<file path="config.mk">
export PLATFORM = sky130hd
export DESIGN_NAME = wake_on_lan_ctrl_status
export DESIGN_NICKNAME = d
export VERILOG_FILES = /design/src/pkg/wake_pkg.sv /design/src/logic/wake_flag_bit.sv /design/src/logic/wake_on_lan_ctrl_status.sv
export VERILOG_INCLUDE_DIRS = /design/src /design/src/pkg
export SDC_FILE = /design/constraint.sdc
export NUM_CORES = 1
export LEC_CHECK = 0
export BUFFER_PORTS_ARGS = -buffer_cell sky130_fd_sc_hd__buf_2
export CAP_MARGIN = 20
export CORE_MARGIN = 5
export CORE_UTILIZATION = 41
export DETAILED_ROUTE_END_ITERATION = 12
export GPL_ROUTABILITY_DRIVEN = 0
export PLACE_DENSITY_LB_ADDON = 0.1
export SYNTH_ARGS = -nofsm -noshare
export SYNTH_HDL_FRONTEND = slang
export SYNTH_SLANG_ARGS = --single-unit
</file>
<file path="constraint.sdc">
create_clock -name ref_clk -period 2.15 [get_ports ref_clk]
set_input_delay 0.43 -clock ref_clk [delete_from_list [all_inputs] [get_ports ref_clk]]
set_output_delay 0.43 -clock ref_clk [all_outputs]
set_load 0.03 [all_outputs]
</file>
<file path="src/pkg/wake_defines.svh">
// Offsets, field positions and reset values of the wake-on-LAN register bank
`ifndef WAKE_DEFINES_SVH
`define WAKE_DEFINES_SVH

`define WK_ADDR_W 9
`define WK_OFF_WCS 9'h140
`define WK_OFF_CTRL 9'h180
`define WK_OFF_IRQ_STS 9'h184
`define WK_OFF_IRQ_MASK 9'h188

`define WK_BIT_BCAST_ON 0
`define WK_BIT_MAGIC_ON 1
`define WK_BIT_PATTERN_ON 2
`define WK_BIT_ADDR_ON 3
`define WK_BIT_BCAST_SEEN 4
`define WK_BIT_MAGIC_SEEN 5
`define WK_BIT_PATTERN_SEEN 6
`define WK_BIT_ADDR_SEEN 7
`define WK_BIT_STORE_WAKE 8

`define WK_BIT_RES_CLR_FLAGS 0
`define WK_BIT_RES_CLR_ENABLES 1

`define WK_BIT_IRQ_WAKE 0
`define WK_BIT_IRQ_RESUME 1
`define WK_IRQ_W 2

`define WK_RST_ENABLES 4'h0
`define WK_RST_STORE 1'b0
`define WK_RST_CTRL 2'h0
`define WK_RST_MASK 2'h0

`endif

</file>
<file path="src/pkg/wake_pkg.sv">
// Types shared by the wake-on-LAN register bank
package wake_pkg;

	typedef enum logic [1:0] {
		SUSP_MODE_0 = 2'b00,
		SUSP_MODE_1 = 2'b01,
		SUSP_MODE_2 = 2'b10,
		SUSP_MODE_DEEPEST = 2'b11
	} suspend_mode_e;

	typedef enum logic [1:0] {
		RX_NORMAL = 2'b00,
		RX_ARMED = 2'b01,
		RX_WOKE = 2'b10
	} rx_state_e;

endpackage : wake_pkg

</file>
<file path="src/logic/wake_flag_bit.sv">
// One sticky status flag: hardware set, write-one clear, automatic clear
`timescale 1ns/100ps
`default_nettype none
module wake_flag_bit (
	// Clock and reset
	input wire logic ref_clk,
	input wire logic sys_rst,
	// Control
	input wire logic set_evt,
	input wire logic clr_evt,
	// State
	output logic flag
);
	logic flag_q;
	logic flag_d;

	// Set wins so an event in the clearing cycle is kept
	always_comb begin
		flag_d = set_evt | (flag_q & ~clr_evt);
	end

	always_ff @(posedge ref_clk) begin
		if (sys_rst) begin
			flag_q <= 1'b0;
		end else begin
			flag_q <= flag_d;
		end
	end

	assign flag = flag_q;
endmodule : wake_flag_bit
`default_nettype wire

</file>
<file path="src/logic/wake_on_lan_ctrl_status.sv">
// Wake-on-LAN control and status bank with receive store gating
//
// Behaviour
// - Store-wake option set: store the waking frame, then later good filtered frames.
// - Store-wake option clear: drop waking frame, store later good filtered frames only.
// - Wake not caused by a frame: store all frames received afterwards; the code stores only the good filtered ones.
// - Store-wake option matters only in deepest suspend mode.
// - Bit 7 sets on valid frame matching station address; software clearable.
// - Bit 6 sets on valid pattern wake frame; software clearable.
// - Bit 5 sets on valid magic frame; software clearable.
// - Bit 4 sets on valid broadcast frame; software clearable.
// - Resume completion clears bits 7 to 4 when resume-clears-flags is set.
// - Bit 3 enables waking on station address match.
// - Bit 2 enables waking on programmed pattern frames.
// - Bit 1 enables magic frame wake mode.
// - Bit 0 enables waking on broadcast frames.
// - Resume completion clears bits 3 to 0 when resume-clears-enables is set.
//
// Implementation choices: the register offsets and strobed register access.
`timescale 1ns/100ps
`default_nettype none
`include "wake_defines.svh"
module wake_on_lan_ctrl_status (
	// Clock and reset
	input wire logic ref_clk,
	input wire logic sys_rst,
	// Register port
	input wire logic [`WK_ADDR_W-1:0] reg_addr,
	input wire logic [31:0] reg_wdata,
	input wire logic reg_wr,
	input wire logic reg_rd,
	output logic [31:0] reg_rdata,
	// Suspend and resume
	input wire logic suspend_active,
	input wire wake_pkg::suspend_mode_e suspend_mode,
	input wire logic resume_done,
	input wire logic other_wake,
	// Receive frame indications
	input wire logic frame_done,
	input wire logic frame_good,
	input wire logic frame_pass,
	input wire logic frame_da_match,
	input wire logic frame_pattern_match,
	input wire logic frame_magic,
	input wire logic frame_broadcast,
	// Enables towards the filter engine
	output logic addr_match_wake_on,
	output logic pattern_wake_on,
	output logic magic_wake_on,
	output logic broadcast_wake_on,
	// Receive FIFO control and wake
	output logic frame_store,
	output logic frame_discard,
	output logic wake_request,
	output logic irq
);
	import wake_pkg::*;

	// Register state
	logic [3:0] wake_on_q;
	logic [3:0] wake_on_d;
	logic store_wake_q;
	logic store_wake_d;
	logic resume_clears_flags_q;
	logic resume_clears_flags_d;
	logic resume_clears_enables_q;
	logic resume_clears_enables_d;
	logic [`WK_IRQ_W-1:0] irq_mask_q;
	logic [`WK_IRQ_W-1:0] irq_mask_d;
	logic [31:0] rdata_q;
	logic [31:0] rdata_d;

	// Receive gating state
	rx_state_e rx_state_q;
	rx_state_e rx_state_d;
	logic store_q;
	logic store_d;
	logic discard_q;
	logic discard_d;
	logic wake_q;
	logic wake_d;

	// Decodes and events
	logic wr_wcs;
	logic wr_ctrl;
	logic wr_irq_sts;
	logic wr_irq_mask;
	logic valid_frame;
	logic wake_hit;
	logic deepest;
	logic [3:0] seen_set;
	logic [3:0] seen_clr;
	logic [3:0] seen;
	logic [`WK_IRQ_W-1:0] irq_set;
	logic [`WK_IRQ_W-1:0] irq_clr;
	logic [`WK_IRQ_W-1:0] irq_sts;

	assign wr_wcs = reg_wr && (reg_addr == `WK_OFF_WCS);
	assign wr_ctrl = reg_wr && (reg_addr == `WK_OFF_CTRL);
	assign wr_irq_sts = reg_wr && (reg_addr == `WK_OFF_IRQ_STS);
	assign wr_irq_mask = reg_wr && (reg_addr == `WK_OFF_IRQ_MASK);

	// Valid means uncorrupted; filters do not gate the status flags
	assign valid_frame = frame_done & frame_good;
	assign deepest = (suspend_mode == SUSP_MODE_DEEPEST);

	// Only an armed device turns a matching frame into a wake event
	always_comb begin
		wake_hit = 1'b0;
		if (rx_state_q == RX_ARMED && valid_frame) begin
			wake_hit = (frame_da_match & wake_on_q[`WK_BIT_ADDR_ON])
				| (frame_pattern_match & wake_on_q[`WK_BIT_PATTERN_ON])
				| (frame_magic & wake_on_q[`WK_BIT_MAGIC_ON])
				| (frame_broadcast & wake_on_q[`WK_BIT_BCAST_ON]);
		end
	end

	// Frame-seen flags, bit order 4..7 as broadcast, magic, pattern, address
	always_comb begin
		seen_set[0] = valid_frame & frame_broadcast;
		seen_set[1] = valid_frame & frame_magic;
		seen_set[2] = valid_frame & frame_pattern_match;
		seen_set[3] = valid_frame & frame_da_match;
		seen_clr = 4'h0;
		if (wr_wcs) begin
			seen_clr = reg_wdata[`WK_BIT_ADDR_SEEN:`WK_BIT_BCAST_SEEN];
		end
		if (resume_done && resume_clears_flags_q) begin
			seen_clr = 4'hf;
		end
	end

	genvar gi;
	generate
		for (gi = 0; gi < 4; gi = gi + 1) begin : g_seen
			wake_flag_bit u_seen (
				.ref_clk(ref_clk),
				.sys_rst(sys_rst),
				.set_evt(seen_set[gi]),
				.clr_evt(seen_clr[gi]),
				.flag(seen[gi])
			);
		end
	endgenerate

	// Interrupt events: wake raised and resume completed
	always_comb begin
		irq_set = '0;
		irq_set[`WK_BIT_IRQ_WAKE] = wake_d;
		irq_set[`WK_BIT_IRQ_RESUME] = resume_done;
		irq_clr = '0;
		if (wr_irq_sts) begin
			irq_clr = reg_wdata[`WK_IRQ_W-1:0];
		end
	end

	generate
		for (gi = 0; gi < `WK_IRQ_W; gi = gi + 1) begin : g_irq
			wake_flag_bit u_irq (
				.ref_clk(ref_clk),
				.sys_rst(sys_rst),
				.set_evt(irq_set[gi]),
				.clr_evt(irq_clr[gi]),
				.flag(irq_sts[gi])
			);
		end
	endgenerate

	// Software-written configuration
	always_comb begin
		wake_on_d = wake_on_q;
		store_wake_d = store_wake_q;
		resume_clears_flags_d = resume_clears_flags_q;
		resume_clears_enables_d = resume_clears_enables_q;
		irq_mask_d = irq_mask_q;
		if (wr_wcs) begin
			wake_on_d = reg_wdata[`WK_BIT_ADDR_ON:`WK_BIT_BCAST_ON];
			store_wake_d = reg_wdata[`WK_BIT_STORE_WAKE];
		end
		// A resume clear overrides a write in the same cycle
		if (resume_done && resume_clears_enables_q) begin
			wake_on_d = 4'h0;
		end
		if (wr_ctrl) begin
			resume_clears_flags_d = reg_wdata[`WK_BIT_RES_CLR_FLAGS];
			resume_clears_enables_d = reg_wdata[`WK_BIT_RES_CLR_ENABLES];
		end
		if (wr_irq_mask) begin
			irq_mask_d = reg_wdata[`WK_IRQ_W-1:0];
		end
	end

	always_ff @(posedge ref_clk) begin
		if (sys_rst) begin
			wake_on_q <= `WK_RST_ENABLES;
			store_wake_q <= `WK_RST_STORE;
			{resume_clears_enables_q, resume_clears_flags_q} <= `WK_RST_CTRL;
			irq_mask_q <= `WK_RST_MASK;
		end else begin
			wake_on_q <= wake_on_d;
			store_wake_q <= store_wake_d;
			resume_clears_flags_q <= resume_clears_flags_d;
			resume_clears_enables_q <= resume_clears_enables_d;
			irq_mask_q <= irq_mask_d;
		end
	end

	// Receive gating: what happens to each finished frame
	always_comb begin
		rx_state_d = rx_state_q;
		store_d = 1'b0;
		discard_d = 1'b0;
		wake_d = 1'b0;
		case (rx_state_q)
			RX_NORMAL: begin
				if (suspend_active) begin
					rx_state_d = RX_ARMED;
				end
				if (frame_done) begin
					store_d = frame_good & frame_pass;
					discard_d = ~(frame_good & frame_pass);
				end
			end
			RX_ARMED: begin
				if (wake_hit) begin
					wake_d = 1'b1;
					rx_state_d = RX_WOKE;
					// Outside the deepest mode the option is ignored
					store_d = deepest & store_wake_q & frame_pass;
					discard_d = ~(deepest & store_wake_q & frame_pass);
				end else if (other_wake) begin
					wake_d = 1'b1;
					rx_state_d = RX_WOKE;
					if (frame_done) begin
						discard_d = 1'b1;
					end
				end else if (frame_done) begin
					discard_d = 1'b1;
				end
				// Resume without a wake leaves suspend quietly
				if (!suspend_active && !wake_hit && !other_wake) begin
					rx_state_d = RX_NORMAL;
				end
			end
			RX_WOKE: begin
				if (frame_done) begin
					store_d = frame_good & frame_pass;
					discard_d = ~(frame_good & frame_pass);
				end
				if (resume_done || !suspend_active) begin
					rx_state_d = RX_NORMAL;
				end
			end
			default: begin
				rx_state_d = RX_NORMAL;
			end
		endcase
	end

	always_ff @(posedge ref_clk) begin
		if (sys_rst) begin
			rx_state_q <= RX_NORMAL;
			store_q <= 1'b0;
			discard_q <= 1'b0;
			wake_q <= 1'b0;
		end else begin
			rx_state_q <= rx_state_d;
			store_q <= store_d;
			discard_q <= discard_d;
			wake_q <= wake_d;
		end
	end

	// Read path; unmapped addresses and idle cycles read zero
	always_comb begin
		rdata_d = 32'h0000_0000;
		if (reg_rd) begin
			case (reg_addr)
				`WK_OFF_WCS: begin
					rdata_d[`WK_BIT_STORE_WAKE] = store_wake_q;
					rdata_d[`WK_BIT_ADDR_SEEN:`WK_BIT_BCAST_SEEN] = seen;
					rdata_d[`WK_BIT_ADDR_ON:`WK_BIT_BCAST_ON] = wake_on_q;
				end
				`WK_OFF_CTRL: begin
					rdata_d[`WK_BIT_RES_CLR_FLAGS] = resume_clears_flags_q;
					rdata_d[`WK_BIT_RES_CLR_ENABLES] = resume_clears_enables_q;
				end
				`WK_OFF_IRQ_STS: begin
					rdata_d[`WK_IRQ_W-1:0] = irq_sts;
				end
				`WK_OFF_IRQ_MASK: begin
					rdata_d[`WK_IRQ_W-1:0] = irq_mask_q;
				end
				default: begin
					rdata_d = 32'h0000_0000;
				end
			endcase
		end
	end

	always_ff @(posedge ref_clk) begin
		if (sys_rst) begin
			rdata_q <= 32'h0000_0000;
		end else begin
			rdata_q <= rdata_d;
		end
	end

	assign reg_rdata = rdata_q;
	assign addr_match_wake_on = wake_on_q[`WK_BIT_ADDR_ON];
	assign pattern_wake_on = wake_on_q[`WK_BIT_PATTERN_ON];
	assign magic_wake_on = wake_on_q[`WK_BIT_MAGIC_ON];
	assign broadcast_wake_on = wake_on_q[`WK_BIT_BCAST_ON];
	assign frame_store = store_q;
	assign frame_discard = discard_q;
	assign wake_request = wake_q;
	// Level interrupt, no extra register so it drops with the clearing write
	assign irq = |(irq_sts & irq_mask_q);
endmodule : wake_on_lan_ctrl_status
`default_nettype wire

</file>
## Yosys cells after proc, flatten, opt, wreduce, memory -nomap -nowiden

Index checks and enable logic that the tools add are counted.
Widths: inputs -> output; s select.

| storage, ports and cells | value |
|---|---|
| bits in registers | 52 |
| latch bits | 0 |
| bits in writable memories | 0 |
| memory bits (read-only) | 0 |
| input bits | 57 |
| memories | 0 |

| operators by class | value |
|---|---|
| $add $sub $neg | 0 |
| $mul | 0 |
| div/mod/pow operators | 0 |
| magnitude comparators | 0 |
| eq/ne operators | 10 |
| shifts and indexed selects | 0 |
| muxes and demuxes | 21 |
| bitwise logic cells | 38 |
| reductions and logical operators | 20 |

Operators by type and width:

| cell | count |
|---|---|
| $eq 9x9->1 const B | 4 |
| $and 1x1->1 | 18 |
| $mux 2 | 6 |
| $not 1->1 | 10 |
| $logic_and 1x1->1 | 9 |
| $mux 1 | 9 |
| $or 1x1->1 | 9 |
| $mux 4 | 2 |
| $pmux 2 s4 | 1 |
| $reduce_or 2->1 | 4 |
| $pmux 2 s3 | 1 |
| $eq 2x2->1 const B | 2 |
| $ne 2x2->1 const B | 2 |
| $ne 4x3->1 const B | 1 |
| $pmux 1 s2 | 2 |
| $logic_not 1->1 | 3 |
| $reduce_and 3->1 | 1 |
| $reduce_or 3->1 | 1 |
| $and 2x2->2 | 1 |
| $eq 2x1->1 const B | 1 |
| $logic_not 2->1 | 1 |
| $logic_or 1x1->1 | 1 |

## Depth between registers and ports, before layout

| depth | value |
|---|---|
| depth after elaboration | 10 |
| gate-level depth with buffers | 5 |
| gate-level depth less buffers | 4 |

## Hierarchy

A second synthesis with hierarchy kept.

| unflattened totals | value |
|---|---|
| cell total of the unflattened synthesis | 163 |
| area total of the unflattened synthesis | 1475.2 sq um |

Modules (own cells, without submodules):

| module | times used | cells an instance | area an instance (sq um) |
|---|---|---|---|
| wake_on_lan_ctrl_status | 1 | 139 | 1242.4 |
| wake_flag_bit | 6 | 4 | 38.8 |

## Least setup slack after synthesis

OpenSTA, ideal clock, no wires.

| timing path | value |
|---|---|
| kind | input to register |
| start | input reg_addr[5] |
| end | register resume_clears_enables_q |
| setup time | 0.127 ns |
| arrival | 1.544 ns |
| required time | 2.023 ns |
| setup slack | 0.479 ns |
| cell stages on the path | 4 |
| path buffers | 0 |
| cells stage by stage | or3b_4 -> or4b_4 -> mux2i_1 -> nor2_1 |

| on the way | value |
|---|---|
| cells in the longest elaborated chain, start to end | 2 |

RTL lines:

| element | line | source |
|---|---|---|
| from (decl) | wake_on_lan_ctrl_status.sv:28 | `` input wire logic [`WK_ADDR_W-1:0] reg_addr, `` |
| $eq 9x9->1 | - |  |
| $logic_and 1x1->1 | wake_on_lan_ctrl_status.sv:99 | `` assign wr_ctrl = reg_wr && (reg_addr == `WK_OFF_CTRL); `` |
| to (signal assigned) | wake_on_lan_ctrl_status.sv:197 | `` {resume_clears_enables_q, resume_clears_flags_q} <= `WK_RST_CTRL; `` |
| to (signal assigned) | wake_on_lan_ctrl_status.sv:203 | `resume_clears_enables_q <= resume_clears_enables_d;` |
| to (decl) | wake_on_lan_ctrl_status.sv:66 | `logic resume_clears_enables_q;` |

Every way passes these cells.
A chain may end at the register's enable or synchronous reset.

## Final worst setup path

Same ends and word-level chain as after synthesis.

==> run metrics <==
Async SR Flop Fraction=0%; RSZ-0062 raised after global routing=no; DRT met1 WL=between 1000 and 1500 um; # IOs=97; Worst-Skew Late Latency=about 310 ps; WL met2=1585 um; count leader, synth=dfxtp_1; WL met3=~380 um; CP max FO=3; post-DR vias/cell=4.795; synthesized instance count=159; Switching Power=285.9 uW; DR vias=~1300; worst path arrival time=between 1500 and 2000 ps; final count of negative-setup-slack endpoints=0; cts bufs inserted=5; Root Buffer=clkbuf_4; Avg WL per Cell=12.87 um; first-pass GRT wire length=about 5200 um; top post-synthesis cells by area=dfxtp_1 (41%), buf_4 (12%), nand2_1 (6.1%), a21oi_1 (4.2%), and2_1 (3.1%); sequential power share=around 55%; Seq/Total Area, Yosys=between 40% and 50%; Post-CTS Setup Repair Bufs=0; CP startpoint kind=input pin; endpoint class of the critical path=flip-flop; LEAKAGE=roughly 0.0008 uW; largest net degree at the start of global routing=17; Post-CTS Resized=0; Clock power frac=between 20 and 30%; Die Width=68.96 um; drt total wl=between 3000 and 4000 um; number of global-route vias before repair=roughly 1200; Sw Share=roughly 29%; full die area=approximately 4800 um2; Initial Util=between 40% and 50%; Cell Pwr Density=around 590 nW/um2; status=complete, no violations; Fill cells=approximately 370; CTS tree=built; worst-case clock buffer depth=2; fmax=roughly 0.66 GHz; FP Rows=21; setup ws final=between 600 and 700 ps; Clock transition at path regs=90 ps; synthesized area=around 1400 um2; dominant synthesized flop cell=dfxtp_1; internal power=between 700 and 800 uW; DR top layer=met4; number of synthesized register bits=29; dpl hpwl=approximately 2800 um; area occupied by multi-input gates=around 740 um2; Logic pwr share=between 10 and 15%; ANT cells=0; initial detailed-routing violation count=65; total congestion overflow=0; number of remaining DRC errors=0; remaining antenna violation count after routing=0; max-cap viol count=0; Crit Path Class=input pin to flip-flop; final worst path period need=1516 ps; hold crit path type=input pin to flip-flop; VDD IR max=0.0003118 V; Placed Area=~1700 um2; area growth from synthesis to layout=19.84%; post-synth top area share=between 40% and 50%; Synth warnings=0; PortBufs=50; post-synth top area cell=dfxtp_1; post-route cell area=1708 um2; Detailed Routing Iterations Pass 1=6; H-tree depth reported by CTS=2; post-synth cell types=37; Mapped Avg Cell Area=8.963 um2; FF/Latch Area=580.6 um2; TNS Setup=0 ps; die height=roughly 69 um; CP Data Required Time=roughly 2400 ps; core footprint=about 3400 um2; Final #Nets=between 200 and 300; fin crit share=70.49%; Total Routing Usage GR=14.87%; Post-synth EDFFs=0; synth cell count leaders=dfxtp_1 (29), buf_4 (23), nand2_1 (23), a21oi_1 (12), nor2_1 (9); max-slew violation count=0; endpoints failing hold=0; CTS sink count=29; hold_buf cts=0; initial antenna violation count=0; DP Worst Slack=304.9 ps; proportion of layout cells with a drive suffix above 1=between 30% and 40%; skew final=3.212 ps
[state kept, by name, summed over array words and instances (netlist names)]
signal / flops
frame_store: 1
g_irq.u_irq.flag: 2
resume_clears_enables_q: 1
resume_clears_flags_q: 1
g_seen.u_seen.flag: 4
irq_mask_q: 2
store_wake_q: 1
wake_request: 1
reg_rdata: 9
wake_on_q: 4
frame_discard: 1
rx_state_q: 2
[kinds of logic (layout without fill, tap and decap cells)]
group	Yosys count	after routing	share of synthesized area, %
simple gates	69	69	28.97
other cells	1	23	0.2631
flops	29	29	40.74
compound gates	28	28	12.64
mux	6	6	4.390
buf+inv	26	62	12.99
[final cells by class]
class	instances	share of cell area (%)
multi-input combinational	126	43.44
sequential	29	33.99
timing repair buffer	53	15.97
tap	46	3.370
clock buffer	6	2.418
clock inverter	2	0.5861
inverter	1	0.2198
[metal layers]
layer  up-vias  global-route usage, %
met4         0                  6.569
met2        61                  23.69
met1       567                  16.73
li1        629                      -
met5         -                      0
met3         4                  7.293
[path summary, 6_finish.rpt]
path                                          from  slack (ps)  cells past startpoint                              endpoint
hold reg to reg   g_seen[1].u_seen.flag$_SDFF_PP0_         460                      1               reg_rdata[5]$_SDFF_PP0_
setup reg to reg         wake_on_q[3]$_SDFFE_PP0N_         880                      4            rx_state_q[1]$_SDFFE_PP0P_
setup / recovery                       reg_addr[5]         630                      5  resume_clears_enables_q$_SDFFE_PP0P_
hold / removal                        reg_wdata[2]         340                      3             wake_on_q[2]$_SDFFE_PP0N_
[cell usage in the layout (no fill, tap or decap), types with 2 or more instances in the layout]
cell,count
conb_1,23
and2_1,7
or3b_1,2
nand2_1,23
clkbuf_4,5
nor3_1,2
and3b_1,2
nor3b_1,3
mux2_2,2
nand4_1,3
o21ai_0,5
a22oi_1,2
clkinv_2,2
dfxtp_1,29
nor2_1,9
a21oi_1,12
a32o_1,4
o211ai_1,2
mux2i_1,4
buf_4,3
and3_1,6
buf_2,50
[power by group through the flow]
stage	clock network, uW	logic [uW]	registers (uW)
6_report	299	149	554
5_1_grt	348	160	556
4_1_cts	311	148	554
3_5_place_dp	0	147	567
2_1_floorplan	0	119	570
3_3_place_gp	0	144	567
[stage by stage]
stage                     hold slack [ps]  power (uW)  util, %  instances
after detailed placement            447.6       714.3    49.26        255
after global routing                309.3        1064    50.78        263
after global placement              445.8       711.1    49.26        255
after floorplan                     430.2       689.4        -        181
after CTS                           327.6        1014    50.78        263
final                               340.6        1003    50.78        263
[critical path, cell delays in order]
cell	delay, ps
buf_2	110
or3b_4	410
or4b_4	550
mux2i_1	160
nor2_1	60
Note: power is estimated with default switching activity, not from simulation.
